==> src/logic/sdp_pkg.sv <==
// Package of constants and carrier types for the stride data prefetcher
package sdp_pkg;

  // ==========================================================================
  // Geometry
  localparam int ADDR_W      = 40;
  localparam int LINE_SHIFT  = 6;   // 64-byte lines
  localparam int PAGE_SHIFT  = 12;  // 4-KByte pages
  localparam int LINE_W      = ADDR_W - LINE_SHIFT;
  localparam int IN_PAGE_W   = PAGE_SHIFT - LINE_SHIFT;
  localparam int PAGE_W      = ADDR_W - PAGE_SHIFT;

  // ==========================================================================
  // Defaults for tunable parameters
  localparam int DEF_TRIGGER_LINES = 4;  // Trigger threshold distance, in lines
  localparam int DEF_AHEAD_LINES   = 2;  // Look-ahead depth, in lines
  localparam int DEF_MIN_MISSES    = 2;  // Misses needed before prefetching

  // ==========================================================================
  // Software hint levels
  typedef enum logic [1:0] {
    SDP_HINT_NTA = 2'h0,
    SDP_HINT_L1  = 2'h1,
    SDP_HINT_L2  = 2'h2,
    SDP_HINT_L3  = 2'h3
  } sdp_hint_t;

  // ==========================================================================
  // Carriers
  typedef struct packed {
    logic              valid;
    logic [ADDR_W-1:0] addr;
  } sdp_miss_t;

  typedef struct packed {
    logic              valid;
    logic [ADDR_W-1:0] addr;
    sdp_hint_t         hint;
    logic              l1_hit;
  } sdp_swpf_t;

  typedef struct packed {
    logic              valid;
    logic [LINE_W-1:0] line;
    logic              from_sw;
    sdp_hint_t         hint;
  } sdp_req_t;

endpackage : sdp_pkg

==> src/logic/sdp_stride_calc.sv <==
// Stride and page arithmetic between two line addresses
`timescale 1ns/1ns
module sdp_stride_calc #(
  parameter int TRIGGER_LINES = sdp_pkg::DEF_TRIGGER_LINES
) (
  input  wire logic [sdp_pkg::LINE_W-1:0] prev_line_i,
  input  wire logic [sdp_pkg::LINE_W-1:0] cur_line_i,
  output logic                            same_page_o,
  output logic                            near_o,
  output logic                            up_o
);
  logic [sdp_pkg::LINE_W-1:0] diff;
  logic [sdp_pkg::LINE_W-1:0] mag;

  always_comb begin
    diff        = cur_line_i - prev_line_i;
    up_o        = ~diff[sdp_pkg::LINE_W-1];
    mag         = up_o ? diff : (prev_line_i - cur_line_i);
    near_o      = (mag != '0) && (mag < sdp_pkg::LINE_W'(TRIGGER_LINES));
    same_page_o = cur_line_i[sdp_pkg::LINE_W-1:sdp_pkg::IN_PAGE_W]
               == prev_line_i[sdp_pkg::LINE_W-1:sdp_pkg::IN_PAGE_W];
  end
endmodule : sdp_stride_calc

==> src/logic/sdp_prefetcher.sv <==
// Stride data prefetcher: hardware stream engine plus software hint path
//
// Summary of operation
// - Miss history drives fills into last-level cache
// - Keep fetches two lines ahead of stream
// - Track only while miss stride below threshold
// - No stream prefetch before more than one miss
// - Stream never prefetches outside the current 4-KByte page
// - New page needs demand misses before stream prefetching
// - Stream runs on past data structure ends
// - Four software hint levels, one line each
// - Hints for lines in L1 are dropped
// - Everything works on 64-byte lines
//
// Interfaces
// miss_i          one-cycle pulse per demand data miss, byte address
// swpf_i          software hint, held by the core until swpf_ready_o
// swpf_ready_o    high while the request slot can take a hint
// req_o           prefetch request, held until req_ready_i is high at an edge
// active_o        a trained stream is prefetching
// swpf_dropped_o  one-cycle pulse for a hint that already hit in L1
//
// Timing
// A hint accepted at an edge shows on req_o one cycle later.
// The first near miss on a stream, its second miss, trains it; the first stream
// request follows in the next cycle without a miss or a hint.
// Each stream miss frees one look-ahead slot; a slot is refilled
// one line past the last request, in the stream direction.
//
// Reset
// Synchronous and active high; the request slot and the drop flag
// clear and the stream engine restarts untrained.
//
// Limitations
// One stream is tracked; a far miss or a new page retrains it.
// Stream requests step one line at a time whatever the miss stride.
// A stream that reaches a page end stays quiet until a near miss in
// the same page resumes it or two misses in the next page retrain
// it, so the next page is never guessed.
// Hints for lines already in L1 are discarded, never queued, but such a
// hint still waits on swpf_ready_o behind an outstanding request.
// Nothing marks the end of a data structure, so a stream runs on
// past its last element until misses stop freeing slots.
`timescale 1ns/1ns
module sdp_prefetcher #(
  parameter int TRIGGER_LINES = sdp_pkg::DEF_TRIGGER_LINES,
  parameter int AHEAD_LINES   = sdp_pkg::DEF_AHEAD_LINES,
  parameter int MIN_MISSES    = sdp_pkg::DEF_MIN_MISSES
) (
  input  wire logic              clk_sys_i,
  input  wire logic              sys_rst_i,
  input  wire sdp_pkg::sdp_miss_t miss_i,
  input  wire sdp_pkg::sdp_swpf_t swpf_i,
  output logic                   swpf_ready_o,
  output sdp_pkg::sdp_req_t      req_o,
  input  wire logic              req_ready_i,
  output logic                   active_o,
  output logic                   swpf_dropped_o
);

  // ==========================================================================
  // Local constants
  localparam int               CNT_W     = 4;  // Miss and look-ahead counter width
  localparam logic [CNT_W-1:0] CNT_ZERO  = '0;
  localparam logic [CNT_W-1:0] CNT_ONE   = CNT_W'(1);
  localparam logic [CNT_W-1:0] MIN_CNT   = CNT_W'(MIN_MISSES);
  localparam logic [CNT_W-1:0] AHEAD_CNT = CNT_W'(AHEAD_LINES);

  // ==========================================================================
  // State
  typedef enum logic [1:0] {SDP_IDLE, SDP_TRAIN, SDP_STREAM, SDP_HOLD} sdp_mode_t;

  typedef struct packed {
    sdp_mode_t                  mode;
    logic [sdp_pkg::LINE_W-1:0] last_miss;
    logic [sdp_pkg::LINE_W-1:0] next_pf;
    logic                       up;
    logic [CNT_W-1:0]           misses;
    logic [CNT_W-1:0]           ahead;
    sdp_pkg::sdp_req_t          req;
    logic                       dropped;
  } sdp_state_t;

  sdp_state_t st;
  sdp_state_t next_st;

  logic [sdp_pkg::LINE_W-1:0] miss_line;
  logic                       same_page;
  logic                       near;
  logic                       up;

  // ==========================================================================
  // Helpers
  function automatic logic [sdp_pkg::LINE_W-1:0] to_line(
    input logic [sdp_pkg::ADDR_W-1:0] a
  );
    return a[sdp_pkg::ADDR_W-1:sdp_pkg::LINE_SHIFT];
  endfunction : to_line

  function automatic logic [sdp_pkg::LINE_W-1:0] step(
    input logic [sdp_pkg::LINE_W-1:0] l,
    input logic                       go_up
  );
    return go_up ? l + 1'b1 : l - 1'b1;
  endfunction : step

  function automatic logic [sdp_pkg::PAGE_W-1:0] page_of(
    input logic [sdp_pkg::LINE_W-1:0] l
  );
    return l[sdp_pkg::LINE_W-1:sdp_pkg::IN_PAGE_W];
  endfunction : page_of

  // ==========================================================================
  // Miss decode
  assign miss_line = to_line(miss_i.addr);

  sdp_stride_calc #(
    .TRIGGER_LINES (TRIGGER_LINES)
  ) u_calc (
    .prev_line_i (st.last_miss),
    .cur_line_i  (miss_line),
    .same_page_o (same_page),
    .near_o      (near),
    .up_o        (up)
  );

  // ==========================================================================
  // Next state
  logic                       out_free;
  logic [sdp_pkg::LINE_W-1:0] cand;
  logic                       cand_in_page;
  logic                       take_hint;
  logic                       stream_slot;
  logic                       trained;

  always_comb begin
    next_st         = st;
    next_st.dropped = 1'b0;
    out_free        = !st.req.valid || req_ready_i;
    take_hint       = swpf_i.valid && out_free;
    trained         = (st.misses + CNT_ONE) >= MIN_CNT;
    if (st.req.valid && req_ready_i) begin
      next_st.req.valid = 1'b0;
    end
    cand         = st.next_pf;
    cand_in_page = page_of(cand) == page_of(st.last_miss);
    // The stream only issues in a cycle without a miss or a hint
    stream_slot  = (st.mode == SDP_STREAM) && !miss_i.valid && out_free
                && (st.ahead < AHEAD_CNT);

    // Demand miss training
    if (miss_i.valid) begin
      next_st.last_miss = miss_line;
      if (st.mode == SDP_IDLE || !near) begin
        next_st.mode   = SDP_TRAIN;
        next_st.misses = CNT_ONE;
        next_st.ahead  = CNT_ZERO;
      end else if (!same_page) begin
        // The next page is never guessed; its own misses retrain the stream
        next_st.mode   = SDP_TRAIN;
        next_st.misses = CNT_ONE;
        next_st.ahead  = CNT_ZERO;
        next_st.up     = up;
      end else begin
        next_st.up = up;
        if (st.misses < MIN_CNT) begin
          next_st.misses = st.misses + CNT_ONE;
        end
        if (trained) begin
          next_st.mode = SDP_STREAM;
          if (st.mode != SDP_STREAM || up != st.up) begin
            // Fresh stream or a turn: restart the look-ahead at the miss
            next_st.next_pf = step(miss_line, up);
            next_st.ahead   = CNT_ZERO;
          end else if (st.ahead != CNT_ZERO) begin
            // Each demand miss on the stream frees one look-ahead slot
            next_st.ahead = st.ahead - CNT_ONE;
          end
        end
      end
    end

    // Request issue: software hints win over the stream
    swpf_ready_o = out_free;
    if (take_hint) begin
      if (swpf_i.l1_hit) begin
        next_st.dropped = 1'b1;
      end else begin
        next_st.req.valid   = 1'b1;
        next_st.req.line    = to_line(swpf_i.addr);
        next_st.req.from_sw = 1'b1;
        next_st.req.hint    = swpf_i.hint;
      end
    end else if (stream_slot) begin
      if (cand_in_page) begin
        next_st.req.valid   = 1'b1;
        next_st.req.line    = cand;
        next_st.req.from_sw = 1'b0;
        next_st.req.hint    = sdp_pkg::SDP_HINT_L3;
        next_st.next_pf     = step(cand, st.up);
        next_st.ahead       = st.ahead + CNT_ONE;
      end else begin
        // Page end: stay quiet until a near miss in this page or misses in the next page
        next_st.mode = SDP_HOLD;
      end
    end
  end

  // ==========================================================================
  // Registers
  always_ff @(posedge clk_sys_i) begin
    if (sys_rst_i) begin
      st <= '0;
    end else begin
      st <= next_st;
    end
  end

  // ==========================================================================
  // Outputs
  assign req_o          = st.req;
  assign active_o       = (st.mode == SDP_STREAM);
  assign swpf_dropped_o = st.dropped;

endmodule : sdp_prefetcher

==> config.mk <==
export PLATFORM = sky130hd
export DESIGN_NAME = sdp_prefetcher
export DESIGN_NICKNAME = d
export VERILOG_FILES = /design/src/logic/sdp_pkg.sv /design/src/logic/sdp_stride_calc.sv /design/src/logic/sdp_prefetcher.sv
export SDC_FILE = /design/constraint.sdc
export NUM_CORES = 1
export LEC_CHECK = 0
export ABC_AREA = 1
export BUFFER_PORTS_ARGS = -buffer_cell sky130_fd_sc_hd__buf_4
export CAP_MARGIN = 20
export CORE_UTILIZATION = 35
export CTS_CLUSTER_DIAMETER = 30
export CTS_CLUSTER_SIZE = 12
export DETAILED_ROUTE_END_ITERATION = 6
export PLACE_DENSITY = 0.55
export SLEW_MARGIN = 20
export SYNTH_ARGS = -nofsm -noshare
export SYNTH_HDL_FRONTEND = slang
export SYNTH_HIERARCHICAL = 1
export SYNTH_SLANG_ARGS = --single-unit
==> constraint.sdc <==
create_clock -name clk_sys_i -period 6.9 [get_ports clk_sys_i]
set_clock_uncertainty 0.05 [all_clocks]
set_input_delay 1.035 -clock clk_sys_i [delete_from_list [all_inputs] [get_ports clk_sys_i]]
set_output_delay 1.035 -clock clk_sys_i [all_outputs]
set_load 0.03 [all_outputs]
# Word-level counts from Yosys, hierarchy flattened
# Cells that the tools add are included.
# totals
reg_bits,118
wordCells,85
# classes
reduce_logical,21
n_lt_le_gt_ge,4
add_sub_neg,9
eq_ne,7
bitwise,3
muxes,30
# op_table
op,count
34-bit 2-to-1 mux,9
42-bit 2-to-1 mux,2
79-bit 2-to-1 mux,1
38-bit 2-to-1 mux,2
"34-bit by 1-bit adder with 34-bit output, second input constant",2
"34-bit by 1-bit subtractor with 34-bit output, second input constant",2
34-bit subtractor,2
28-bit == test,2
35-bit 2-to-1 mux,1
"34-bit by 3-bit < comparator with 1-bit output, second input constant",1
34-bit nonzero test,1
4-bit 2-to-1 mux,5
8-bit 2-to-1 mux,2
2-bit 2-to-1 mux,6
"4-bit by 1-bit adder with 4-bit output, second input constant",2
"4-bit by 2-bit < comparator with 1-bit output, second input constant",2
1-bit logical AND,6
"4-bit by 2-bit >= comparator with 1-bit output, second input constant",1
"2-bit inequality test, second input constant",2
2-bit AND reduction,2
2-bit nonzero test,2
4-bit nonzero test,1
"4-bit by 1-bit subtractor with 4-bit output, second input constant",1
1-bit logical NOT,3
9 further kinds,14

# Logic depth before layout (Yosys ltp)
# Gate-level depths: netlist (run 1).
# depth
ltp_word,12
ltp_mapped,35

# By module
# Netlist (run 1), hierarchy kept.
# by_module_without_submodules
module,instances,area_each_um2,seq_area_each_um2,cells_each
sdp_prefetcher,1,10438.8,2362.3,1767
sdp_stride_calc,1,5042.3,0.0,1017

# Least setup slack after synthesis (run 1)
# Ideal clock, no wire load.
# synth_timing
kind,input to register
start,input port miss_i[29] (netlist bit)
end,register st (netlist bit cand[22])
path_buffers,2
required_ns,6.735
setup_time_ns,0.115
stages,25
arrival_time_ns,4.351
setup_slack_ns,2.384
cell_sequence,ha_1 > buf_4 > nand2_2 > inv_1 > a21oi_1 > a21oi_1 > nor2_2 > nand2_2 > nand2_1 > nand2_4 > buf_8 > inv_1 > ha_1 > a21oi_1 > o21ai_1 > nand2_1 > nand2_1 > nand2_1 > nand2_1 > nand2_1 > nand2_1 > o21ai_1 > nor2_1 > nor2_1 > nor2_1
# synth_via
elab_chain_len,12
# synth_lines
item,line,text
"start, declared",sdp_prefetcher.sv:52,"input wire sdp_pkg::sdp_miss_t miss_i,"
34-bit subtractor (*),sdp_stride_calc.sv:16,diff = cur_line_i - prev_line_i;
1-bit inverter (*),sdp_stride_calc.sv:17,up_o = ~diff[sdp_pkg::LINE_W-1];
named net up,sdp_prefetcher.sv:90,logic up;
1-bit inequality test (*),sdp_prefetcher.sv:171,if (st.mode != SDP_STREAM || up != st.up) begin
1-bit logical OR (*),sdp_prefetcher.sv:171,
34-bit 2-to-1 mux (*),sdp_prefetcher.sv:171,
34-bit 2-to-1 mux (*),sdp_prefetcher.sv:169,if (trained) begin
34-bit 2-to-1 mux (*),sdp_prefetcher.sv:158,end else if (!same_page) begin
35-bit 2-to-1 mux (*),sdp_prefetcher.sv:154,if (st.mode == SDP_IDLE || !near) begin
79-bit 2-to-1 mux (*),sdp_prefetcher.sv:152,if (miss_i.valid) begin
34-bit 2-to-1 mux,sdp_prefetcher.sv:195,if (cand_in_page) begin
34-bit 2-to-1 mux,sdp_prefetcher.sv:194,end else if (stream_slot) begin
34-bit 2-to-1 mux (*),sdp_prefetcher.sv:185,if (take_hint) begin
"end signal, assigned",sdp_prefetcher.sv:215,st <= next_st;
"end, declared",sdp_prefetcher.sv:84,sdp_state_t st;
# The timed path passes the listed nets; every way through them passes the cells marked *.
# A chain may end at the register's enable or synchronous reset.

# Worst setup path after layout (run 1)
# layout_timing
start,input port miss_i[27] (netlist bit)
end,register st (netlist bit cand[29])
# Same word-level chain as after synthesis.

==> results.cfg, run 1 <==
[status]
outcome = complete, no violations

[global_routing]
first_global_vias = 16710
grt_pass1_wl_um = 91340
antenna_found_initial = 0
grt_usage_pct = 26.65
grt_max_degree = 54
grt_remaining_overflow = 0

[power_and_ir_drop]
power.leakage_nw = 9.251
vdd_drop_max_mv = 0.1798
power_density_nw_per_um2 = 168.5

[setup_path]
r2r_cells = 24
cp.required_ns = 7.23
cpLargestDelayFamily = simple AND/OR/NAND/NOR gates
cp_cell_sequence = buf_4 -> ha_1 -> nand2_1 -> nor2_2 -> nand2_2 -> nor2_4 -> nand2_1 -> nand2_1 -> nor2_2 -> nand2_2 -> nand2_1 -> nand2_4 -> clkinv_1 -> ha_1 -> nand2_1 -> nor2_1 -> nand2_1 -> o21ai_0 -> nand2_1 -> nand3_1 -> nand3_1 -> nand2_1 -> nand2_1 -> nor2_1
worstSetupStartpointType = primary input
end_kind = register
cpMaxStageDelayCell = clkinv_1
worst-path-buf-inv = 2
cp_max_fo = 33
critPathKind = primary input to register
path_depth = 24
critPathArrivalTime_ns = 6.29
critPathMaxStageDelay_ns = 0.86
critPathMostFrequentCell = nand2_1

[sta]
slew_viol_final = 0
fin_crit_sh_pct = 86.44
whs_ns = 0.4355
period_needed_ns = 5.964
hold_viol = 0
finalSetupViolCount = 0
worst_pin_slew_ns = 1.015
rsz0062_at_grt = false
slew_headroom_pct = 31.93
tns_ns = 0
fmax_mhz = 167.7
setup_ws_ns = 0.9357

[logic_synthesis]
synth_xor_xnor_area_share_pct = 3.960
synth-simple-area-share_pct = 40.07
synth_warnings = 6
syn_area_um2 = 15480
synth-seq-cells = 118
ys_async_sr_fraction_pct = 0
synthMuxAreaShare_pct = 0
synth-seq-area-share_pct = 15.26
synth_compound_area_share_pct = 14.47
syn-num-nets = 3011
synth_top_family_by_area = simple AND/OR/NAND/NOR gates
synth-adder-area-share_pct = 11.43
synth_ff_type = dfxtp_1
synth_top_cell_by_area = nand2_1
syn_avg_cell_area_um2 = 5.561
synth_cell_type_count = 44
yosys.area.top_type_share_pct = 20.37
synth-edff-count = 0
synthCells = 2784
synth_area_leaders = nand2_1, dfxtp_1, ha_1

[clock_network]
cts_tree = done
cts.sinks = 118
post-cts-setup-buffer-count = 0
cts_buffer_depth = 2
clk_pin_slew_worst_paths_ns = 0.06
cts_hold_buf = 0
cts_made_buffers = 17
h-tree-depth = 4
cts_root_buffer = clkbuf_16
cts-resized-gates = 0
insertion_delay_ns = 0.44

[die]
die_h_um = 212.3
fp.dieW_um = 212.3
die_area_um2 = 45080
core_region_area_um2 = 43360
rows = 76
start_util_pct = 35.70
ios = 129

[min_path]
hp-class = register to register
worstHoldPathCells = 2

[layout]
syn_to_final_growth_pct = 10.46
fin_nets = 3057
drive_above_1_share_pct = 7.527
fin_util_pct = 39.44
n_antenna_cell = 0
fillers = 4887
fin_cells = 3428

[place]
dp.cells = 3396
dp_slack_ns = 0.9486
gp_congestion = 1.020
portBuffers = 116
dpl.hpwl_um = 49520

[drt]
via_per_inst = 5.017
firstDrtPassIters = 7
vias = 17200
drc = 0
drt_wl_total_um = 59270
drt_iter0_markers = 1037
detail-route-antenna-nets = 0
post_drt_wl_per_cell_um = 17.29

[run]
maxCapViolations = 0
==> power breakdown <==
| part | internal [mW] | switching [mW] | total (mW) |
|---|---|---|---|
| clock network | 0.513 | 0.370 | 0.883 |
| registers | 0.707 | 0.0305 | 0.738 |
| logic | 0.408 | 0.853 | 1.26 |
| total | 1.63 | 1.25 | 2.88 |
==> sequential cells by signal, summed over array words and instances, names as in the netlist <==
register	count
st	45
req_o	38
cand	34
swpf_dropped_o	1
==> Yosys cell counts, types with 6 or more instances <==
cell / instances
nand2_1: 840
inv_1: 430
nor2_1: 377
a21oi_1: 195
nand3_1: 170
ha_1: 135
o21ai_0: 125
dfxtp_1: 118
xor2_1: 50
buf_4: 47
nand4_1: 31
o21ai_1: 31
clkbuf_1: 27
nor3_1: 20
xnor2_1: 20
nand2_2: 17
o21bai_1: 14
a21o_1: 13
buf_2: 13
inv_2: 10
nand3b_1: 10
o21a_1: 10
a31oi_1: 9
o211ai_1: 9
buf_6: 7
nor2_4: 7
nand3_2: 6
==> per-layer routing <==
metal  up-vias  global-route usage (%)  wire length (um)
met3       114                   2.954              2218
met5         -                       0                 0
met2       423                   46.67             28220
met1      7859                   32.54             26170
li1       8803                       -                 -
met4         0                   12.30              2669
==> final timing paths <==
path                    startpoint               endpoint  slack [ns]
max                     miss_i[27]    cand[29]$_SDFF_PP0_        0.94
max reg2reg   st[103]$_SDFFE_PP0P_    cand[29]$_SDFF_PP0_        1.16
min          req_o[2]$_SDFFE_PP0P_  req_o[2]$_SDFFE_PP0P_        0.44
min reg2reg  req_o[2]$_SDFFE_PP0P_  req_o[2]$_SDFFE_PP0P_        0.44
==> cell families after synthesis <==
group,Yosys count
and+or+nand+nor,1502
buffers and inverters,539
AOI/OAI and AO/OA,416
adders and majority gates,139
DFF,118
xor gates and xnor gates,70
==> cell usage in the layout, fill, tap and decap left out, drive strengths merged, types with 2 or more instances in the layout <==
cell / instances
a21o: 13
nand2: 859
clkinv: 8
o21ai: 159
or2: 4
nand3b: 10
fa: 4
o21bai: 14
nor2: 389
nand3: 176
clkbuf: 18
a31oi: 9
xnor2: 20
xor2: 50
dfxtp: 118
o21a: 10
nor3b: 5
a21oi: 195
nor4: 5
a21boi: 5
nand4: 31
inv: 445
and2: 2
nor3: 21
buf: 125
o211ai: 9
ha: 135
==> cell type report <==
type / count / area (um^2) / share of cell area (%)
clock buffer: 18 / 439.2 / 2.568
tap: 585 / 732.0 / 4.280
multi-input combinational: 2127 / 10830 / 63.35
timing repair buffer: 125 / 938.4 / 5.488
inverter: 441 / 1657 / 9.688
clock inverter: 14 / 138.9 / 0.8122
sequential: 118 / 2362 / 13.81
==> worst reg2reg max path, delay by kind of cell (launching register included) <==
kind            cells  cell delay (ns)
buf+inv             2             0.95
flops               1             0.44
compound gates      1             0.48
simple gates       19             2.52
fa+ha+maj           2             1.27
==> through the flow <==
step	area, um^2	power, mW
2_1_floorplan	15480	1.634
3_3_place_gp	16520	1.981
3_5_place_dp	16520	1.989
4_1_cts	17100	2.886
5_1_grt	17100	3.086
6_report	17100	2.882
No activity file was read; power rests on OpenSTA's default activity.
==> inputs of run 2 (changes only) <==
--- a/config.mk
+++ b/config.mk
@@ -8,10 +8,9 @@
 export ABC_AREA = 1
 export BUFFER_PORTS_ARGS = -buffer_cell sky130_fd_sc_hd__buf_4
-export CAP_MARGIN = 20
 export CORE_UTILIZATION = 35
 export CTS_CLUSTER_DIAMETER = 30
 export CTS_CLUSTER_SIZE = 12
 export DETAILED_ROUTE_END_ITERATION = 6
-export PLACE_DENSITY = 0.55
+export PLACE_DENSITY = 0.57
 export SLEW_MARGIN = 20
 export SYNTH_ARGS = -nofsm -noshare
==> constraint.sdc (replaced) <==
create_clock -name clk_sys_i -period 5.4 [get_ports clk_sys_i]
set_clock_uncertainty 0.05 [all_clocks]
set_input_delay 1.08 -clock clk_sys_i [delete_from_list [all_inputs] [get_ports clk_sys_i]]
set_output_delay 1.08 -clock clk_sys_i [all_outputs]
set_load 0.03 [all_outputs]
==> run 2 against run 1 <==
  * The run now ends with design-rule violations left
  * Highest routed layer unchanged
  * Final cell count increased by 4.1%
  * Sequential power grew 28%
  * First-iteration DRC count grew 14%
  * Worst hold slack got worse by 0.014 ns
  * Core utilization increased by 2.5 points
  * Critical path type unchanged
  * Register-to-register slack lost 0.49 ns
  * Via count increased by 3.1%
  * Final area rose by 6.4%
  * Critical endpoint is now cand[10]$_SDFF_PP0_
  * Global-route usage shrank 0.066 points
==> results.cfg, run 2 (synthesized netlist as in run 1, its figures left out) <==
[clock_network]
cts_buffer_depth = 2
cts_made_buffers = 17
cts_hold_buf = 0
clk_pin_slew_worst_paths_ns = 0.06
cts_tree = done
h-tree-depth = 4
insertion_delay_ns = 0.43
cts.sinks = 118
cts_root_buffer = clkbuf_16

[die]
ios = 129
fp.dieW_um = 212.3
die_area_um2 = 45080
die_h_um = 212.3
core_region_area_um2 = 43360
start_util_pct = 35.70
rows = 76

[power_and_ir_drop]
power.leakage_nw = 9.932
vdd_drop_max_mv = 0.1748
power_density_nw_per_um2 = 213.5

[setup_path]
critPathKind = primary input to register
worstSetupStartpointType = primary input
cpMaxStageDelayCell = ha_1
cp_max_fo = 17
critPathMostFrequentCell = nand2_1
critPathArrivalTime_ns = 5.28
end_kind = register
cp.required_ns = 5.70
critPathMaxStageDelay_ns = 0.32

[global_routing]
grt_max_degree = 67
first_global_vias = 17130
grt_remaining_overflow = 0
antenna_found_initial = 0
grt_usage_pct = 26.59
grt_pass1_wl_um = 91790

[layout]
syn_to_final_growth_pct = 17.55
drive_above_1_share_pct = 11.99
postLayoutCellArea_um2 = 18200
fin_util_pct = 41.97
layout_commonest_cell = nand2_1
fin_nets = 3199
largest_register_ffs = 45
n_antenna_cell = 0
largest_register = st
layout_common_cells = nand2_1, inv_1, nor2_1

[min_path]
hp-class = register to register

[place]
place_area_um2 = 17610
portBuffers = 116
gp_congestion = 1.011
dpl.hpwl_um = 50600

[status]
outcome = finished, violations left
violations = design-rule violations

[sta]
fmax_mhz = 200.7
hold_viol = 0
rsz0062_at_grt = false
tns_ns = 0
fin_crit_sh_pct = 92.28
whs_ns = 0.4218
period_needed_ns = 4.983
slew_headroom_pct = 36.41
slew_viol_final = 0
worst_pin_slew_ns = 0.9538
finalSetupViolCount = 0

[drt]
post_drt_wl_per_cell_um = 16.73
firstDrtPassIters = 7
drt_iter0_markers = 1181
drc = 1
via_per_inst = 4.966
drt_wl_total_um = 59730
detail-route-antenna-nets = 0
vias = 17730

[run]
maxCapViolations = 0
[run 2: cell type report]
class                      count  area (um^2)
fill                        4821        25160
multi-input combinational   2127        10840
sequential                   118         2362
timing repair buffer         267         2029
inverter                     441         1658
tap                          585        732.0
clock buffer                  18        439.2
clock inverter                14        138.9
[run 2: critical path: cells and delay by family]
kind	cells	cell delay, ns
compound gates	3	0.54
fa+ha+maj	1	0.32
buf+inv	5	0.81
simple gates	20	2.51
[run 2: what timing repair did]
item                                    4_1_cts  5_1_grt
endpoints found under the hold margin         0        0
gates resized for setup                       0        2
setup buffers                                 0        1
endpoints found under the setup margin        0        5
[run 2: worst paths after layout]
path	startpoint	end	slack [ns]	cells past startpoint
worst max-delay path	miss_i[18]	cand[10]$_SDFF_PP0_	0.42	29
worst min-delay path	req_o[2]$_SDFFE_PP0P_	req_o[2]$_SDFFE_PP0P_	0.42	2
worst max register to register	st[83]$_SDFFE_PP0P_	cand[10]$_SDFF_PP0_	0.67	28
worst min register to register	req_o[2]$_SDFFE_PP0P_	req_o[2]$_SDFFE_PP0P_	0.42	2
[run 2: through the flow]
stage | cells | total power, mW | setup slack [ns]
floorplan | 2784 | 2.088 | 0.8394
global placement | 3537 | 2.718 | -0.04074
detailed placement | 3537 | 2.733 | -0.09943
CTS | 3569 | 3.874 | 0.3255
global route | 3570 | 4.150 | 0.008602
finish | 3570 | 3.886 | 0.4171
[run 2: report_power, final]
part | internal (mW) | switching (mW)
clock network | 0.656 | 0.482
registers | 0.904 | 0.0421
logic | 0.675 | 1.13
total | 2.23 | 1.65
[run 2: layer usage]
metal	wire length [um]	track usage, %	vias up
met3	2423	2.363	118
met4	3257	14.34	0
met1	26240	32.83	8063
li1	-	-	9101
met5	0	0	-
met2	27800	45.60	448
==> inputs of run 3 (changes only) <==
Settings changed: PLACE_DENSITY 0.57 to 0.55, SKIP_LAST_GASP from default to 1, SLEW_MARGIN 20 to 5.
Clock period 5.4 ns to 5.88 ns, I/O delays scaled along.
==> run 3 against run 2 <==
  * Sequential share of layout area increased by 0.61 points
  * Worst hold slack improved by 0.0086 ns
  * Highest routed layer unchanged
  * Critical path type unchanged
  * The flow now finishes without violations
  * Worst setup slack improved by 0.21 ns
  * Critical endpoint is now cand[23]$_SDFF_PP0_
  * Clock power decreased by 11%
  * Largest power group unchanged
==> results.cfg, run 3 (synthesized netlist as in run 1, its figures left out) <==
[status]
outcome = complete, no violations

[sta]
slew_viol_final = 0
fin_crit_sh_pct = 89.40
worst_pin_slew_ns = 1.022
period_needed_ns = 5.257
finalSetupViolCount = 0
setup_ws_ns = 0.6234
fmax_mhz = 190.2
hold_viol = 0
tns_ns = 0
rsz0062_at_grt = false
slew_headroom_pct = 31.90

[power_and_ir_drop]
p_switching_mw = 1.478
vdd_drop_max_mv = 0.1966
power.leakage_nw = 9.424
power.internal_mw = 1.933
power_density_nw_per_um2 = 196.2
p_sw_share_pct = 43.32
seqPwrFrac_pct = 25.4
power_frac_comb_pct = 44.9
clockPowerShare_pct = 29.7

[layout]
fin_nets = 3094
fin_cells = 3465
syn_to_final_growth_pct = 12.28
n_antenna_cell = 0
layout_commonest_cell = nand2_1
postLayoutCellArea_um2 = 17380
layout_common_cells = nand2_1, inv_1, nor2_1
largest_register_ffs = 45
largest_register = st
drive_above_1_share_pct = 8.681
fin_util_pct = 40.09

[setup_path]
endpoint = cand[23]$_SDFF_PP0_
cp_max_fo = 14
critPathKind = primary input to register
r2r_end = cand[23]$_SDFF_PP0_
cp.required_ns = 6.21
cp-startpoint = miss_i[14]
worstSetupStartpointType = primary input
regToRegStartpoint = st[90]$_SDFFE_PP0P_
critPathArrivalTime_ns = 5.59
r2r_cells = 28
rrSetupSlack_ns = 0.96
end_kind = register

[clock_network]
h-tree-depth = 4
cts_buffer_depth = 2
cts_root_buffer = clkbuf_16
insertion_delay_ns = 0.44
cts_hold_buf = 0
cts_made_buffers = 17
cts-resized-gates = 0
cts.sinks = 118
clk_pin_slew_worst_paths_ns = 0.06
post-cts-setup-buffer-count = 0
cts_tree = done

[drt]
drt_wl_total_um = 60400
vias = 17220
firstDrtPassIters = 5
drc = 0
post_drt_wl_per_cell_um = 17.43
detail-route-antenna-nets = 0
drt_iter0_markers = 1100
via_per_inst = 4.969

[die]
core_region_area_um2 = 43360
die_h_um = 212.3
ios = 129
start_util_pct = 35.70
die_area_um2 = 45080
rows = 76
fp.dieW_um = 212.3

[global_routing]
first_global_vias = 16670
met2_usage_pct = 47.30
grt_pass1_wl_um = 93060
grt_remaining_overflow = 0
grt_usage_pct = 27.32
antenna_found_initial = 0
busiest_layer = met2
gr-usage-met3_pct = 2.260
met1_usage_pct = 33.45
grt_max_degree = 92

[place]
dp_slack_ns = 0.2467
dpl.hpwl_um = 50650
gp_congestion = 1.017
dp.cells = 3433
place_area_um2 = 16820
portBuffers = 116

[run]
maxCapViolations = 0

[min_path]
hp-class = register to register
## run 3: worst min path at each step
stage / from / endpoint / slack, ns / cells past startpoint
after floorplan: req_o[2]$_SDFFE_PP0P_ / req_o[2]$_SDFFE_PP0P_ / 0.39 / 2
after global placement: req_o[2]$_SDFFE_PP0P_ / req_o[2]$_SDFFE_PP0P_ / 0.40 / 2
after detailed placement: req_o[2]$_SDFFE_PP0P_ / req_o[2]$_SDFFE_PP0P_ / 0.42 / 2
after CTS: req_o[2]$_SDFFE_PP0P_ / req_o[2]$_SDFFE_PP0P_ / 0.43 / 2
after global routing: req_o[2]$_SDFFE_PP0P_ / req_o[2]$_SDFFE_PP0P_ / 0.44 / 2
final: req_o[2]$_SDFFE_PP0P_ / req_o[2]$_SDFFE_PP0P_ / 0.43 / 2
## run 3: routing by layer
layer,vias up,part of all wire (%)
met5,-,0
met4,0,5.3
met3,109,3.4
met2,363,47
met1,7847,44
li1,8900,-
## run 3: power by group through the flow
stage                     logic [mW]  registers [mW]  clock network, mW
final                           1.53           0.867               1.01
after global routing            1.72           0.870               1.06
after CTS                       1.52           0.866               1.03
after detailed placement        1.51           0.883                  0
after global placement          1.50           0.882                  0
after floorplan                 1.05           0.868                  0
## run 3: final cells by class
type,instances,area [um^2]
clock inverters,14,127.6
fillers,4899,25980
repair buffers,162,1241
well taps,585,732.0
inverters,441,1657
flip-flops and latches,118,2362
clock buffers,18,429.2
multi-input cells,2127,10830
## run 3: per-stage QoR
stage	hold slack [ns]	total power, mW
3_3_place_gp	0.4025	2.379
5_1_grt	0.4421	3.651
4_1_cts	0.4257	3.414
6_report	0.4304	3.410
2_1_floorplan	0.3906	1.917
3_5_place_dp	0.4154	2.389
## run 3: worst max-delay path, stage by stage
cell	delay, ns
buf_4	0.14
ha_1	0.41
nand2_2	0.15
nor2_4	0.22
nand2_1	0.13
nand2_1	0.21
nand2_1	0.10
nand2_1	0.09
nand2_1	0.12
nand2_2	0.12
nand2_1	0.09
nand2_4	0.21
buf_4	0.23
nand2_1	0.09
nand3b_1	0.09
nand4_1	0.10
nor2_1	0.12
nand2_1	0.07
nor2_1	0.21
o21ai_0	0.16
nor2_1	0.18
nand3_2	0.27
nor2_4	0.22
buf_4	0.24
nand2_1	0.07
a21oi_1	0.21
nor2_1	0.07
nor2_1	0.09
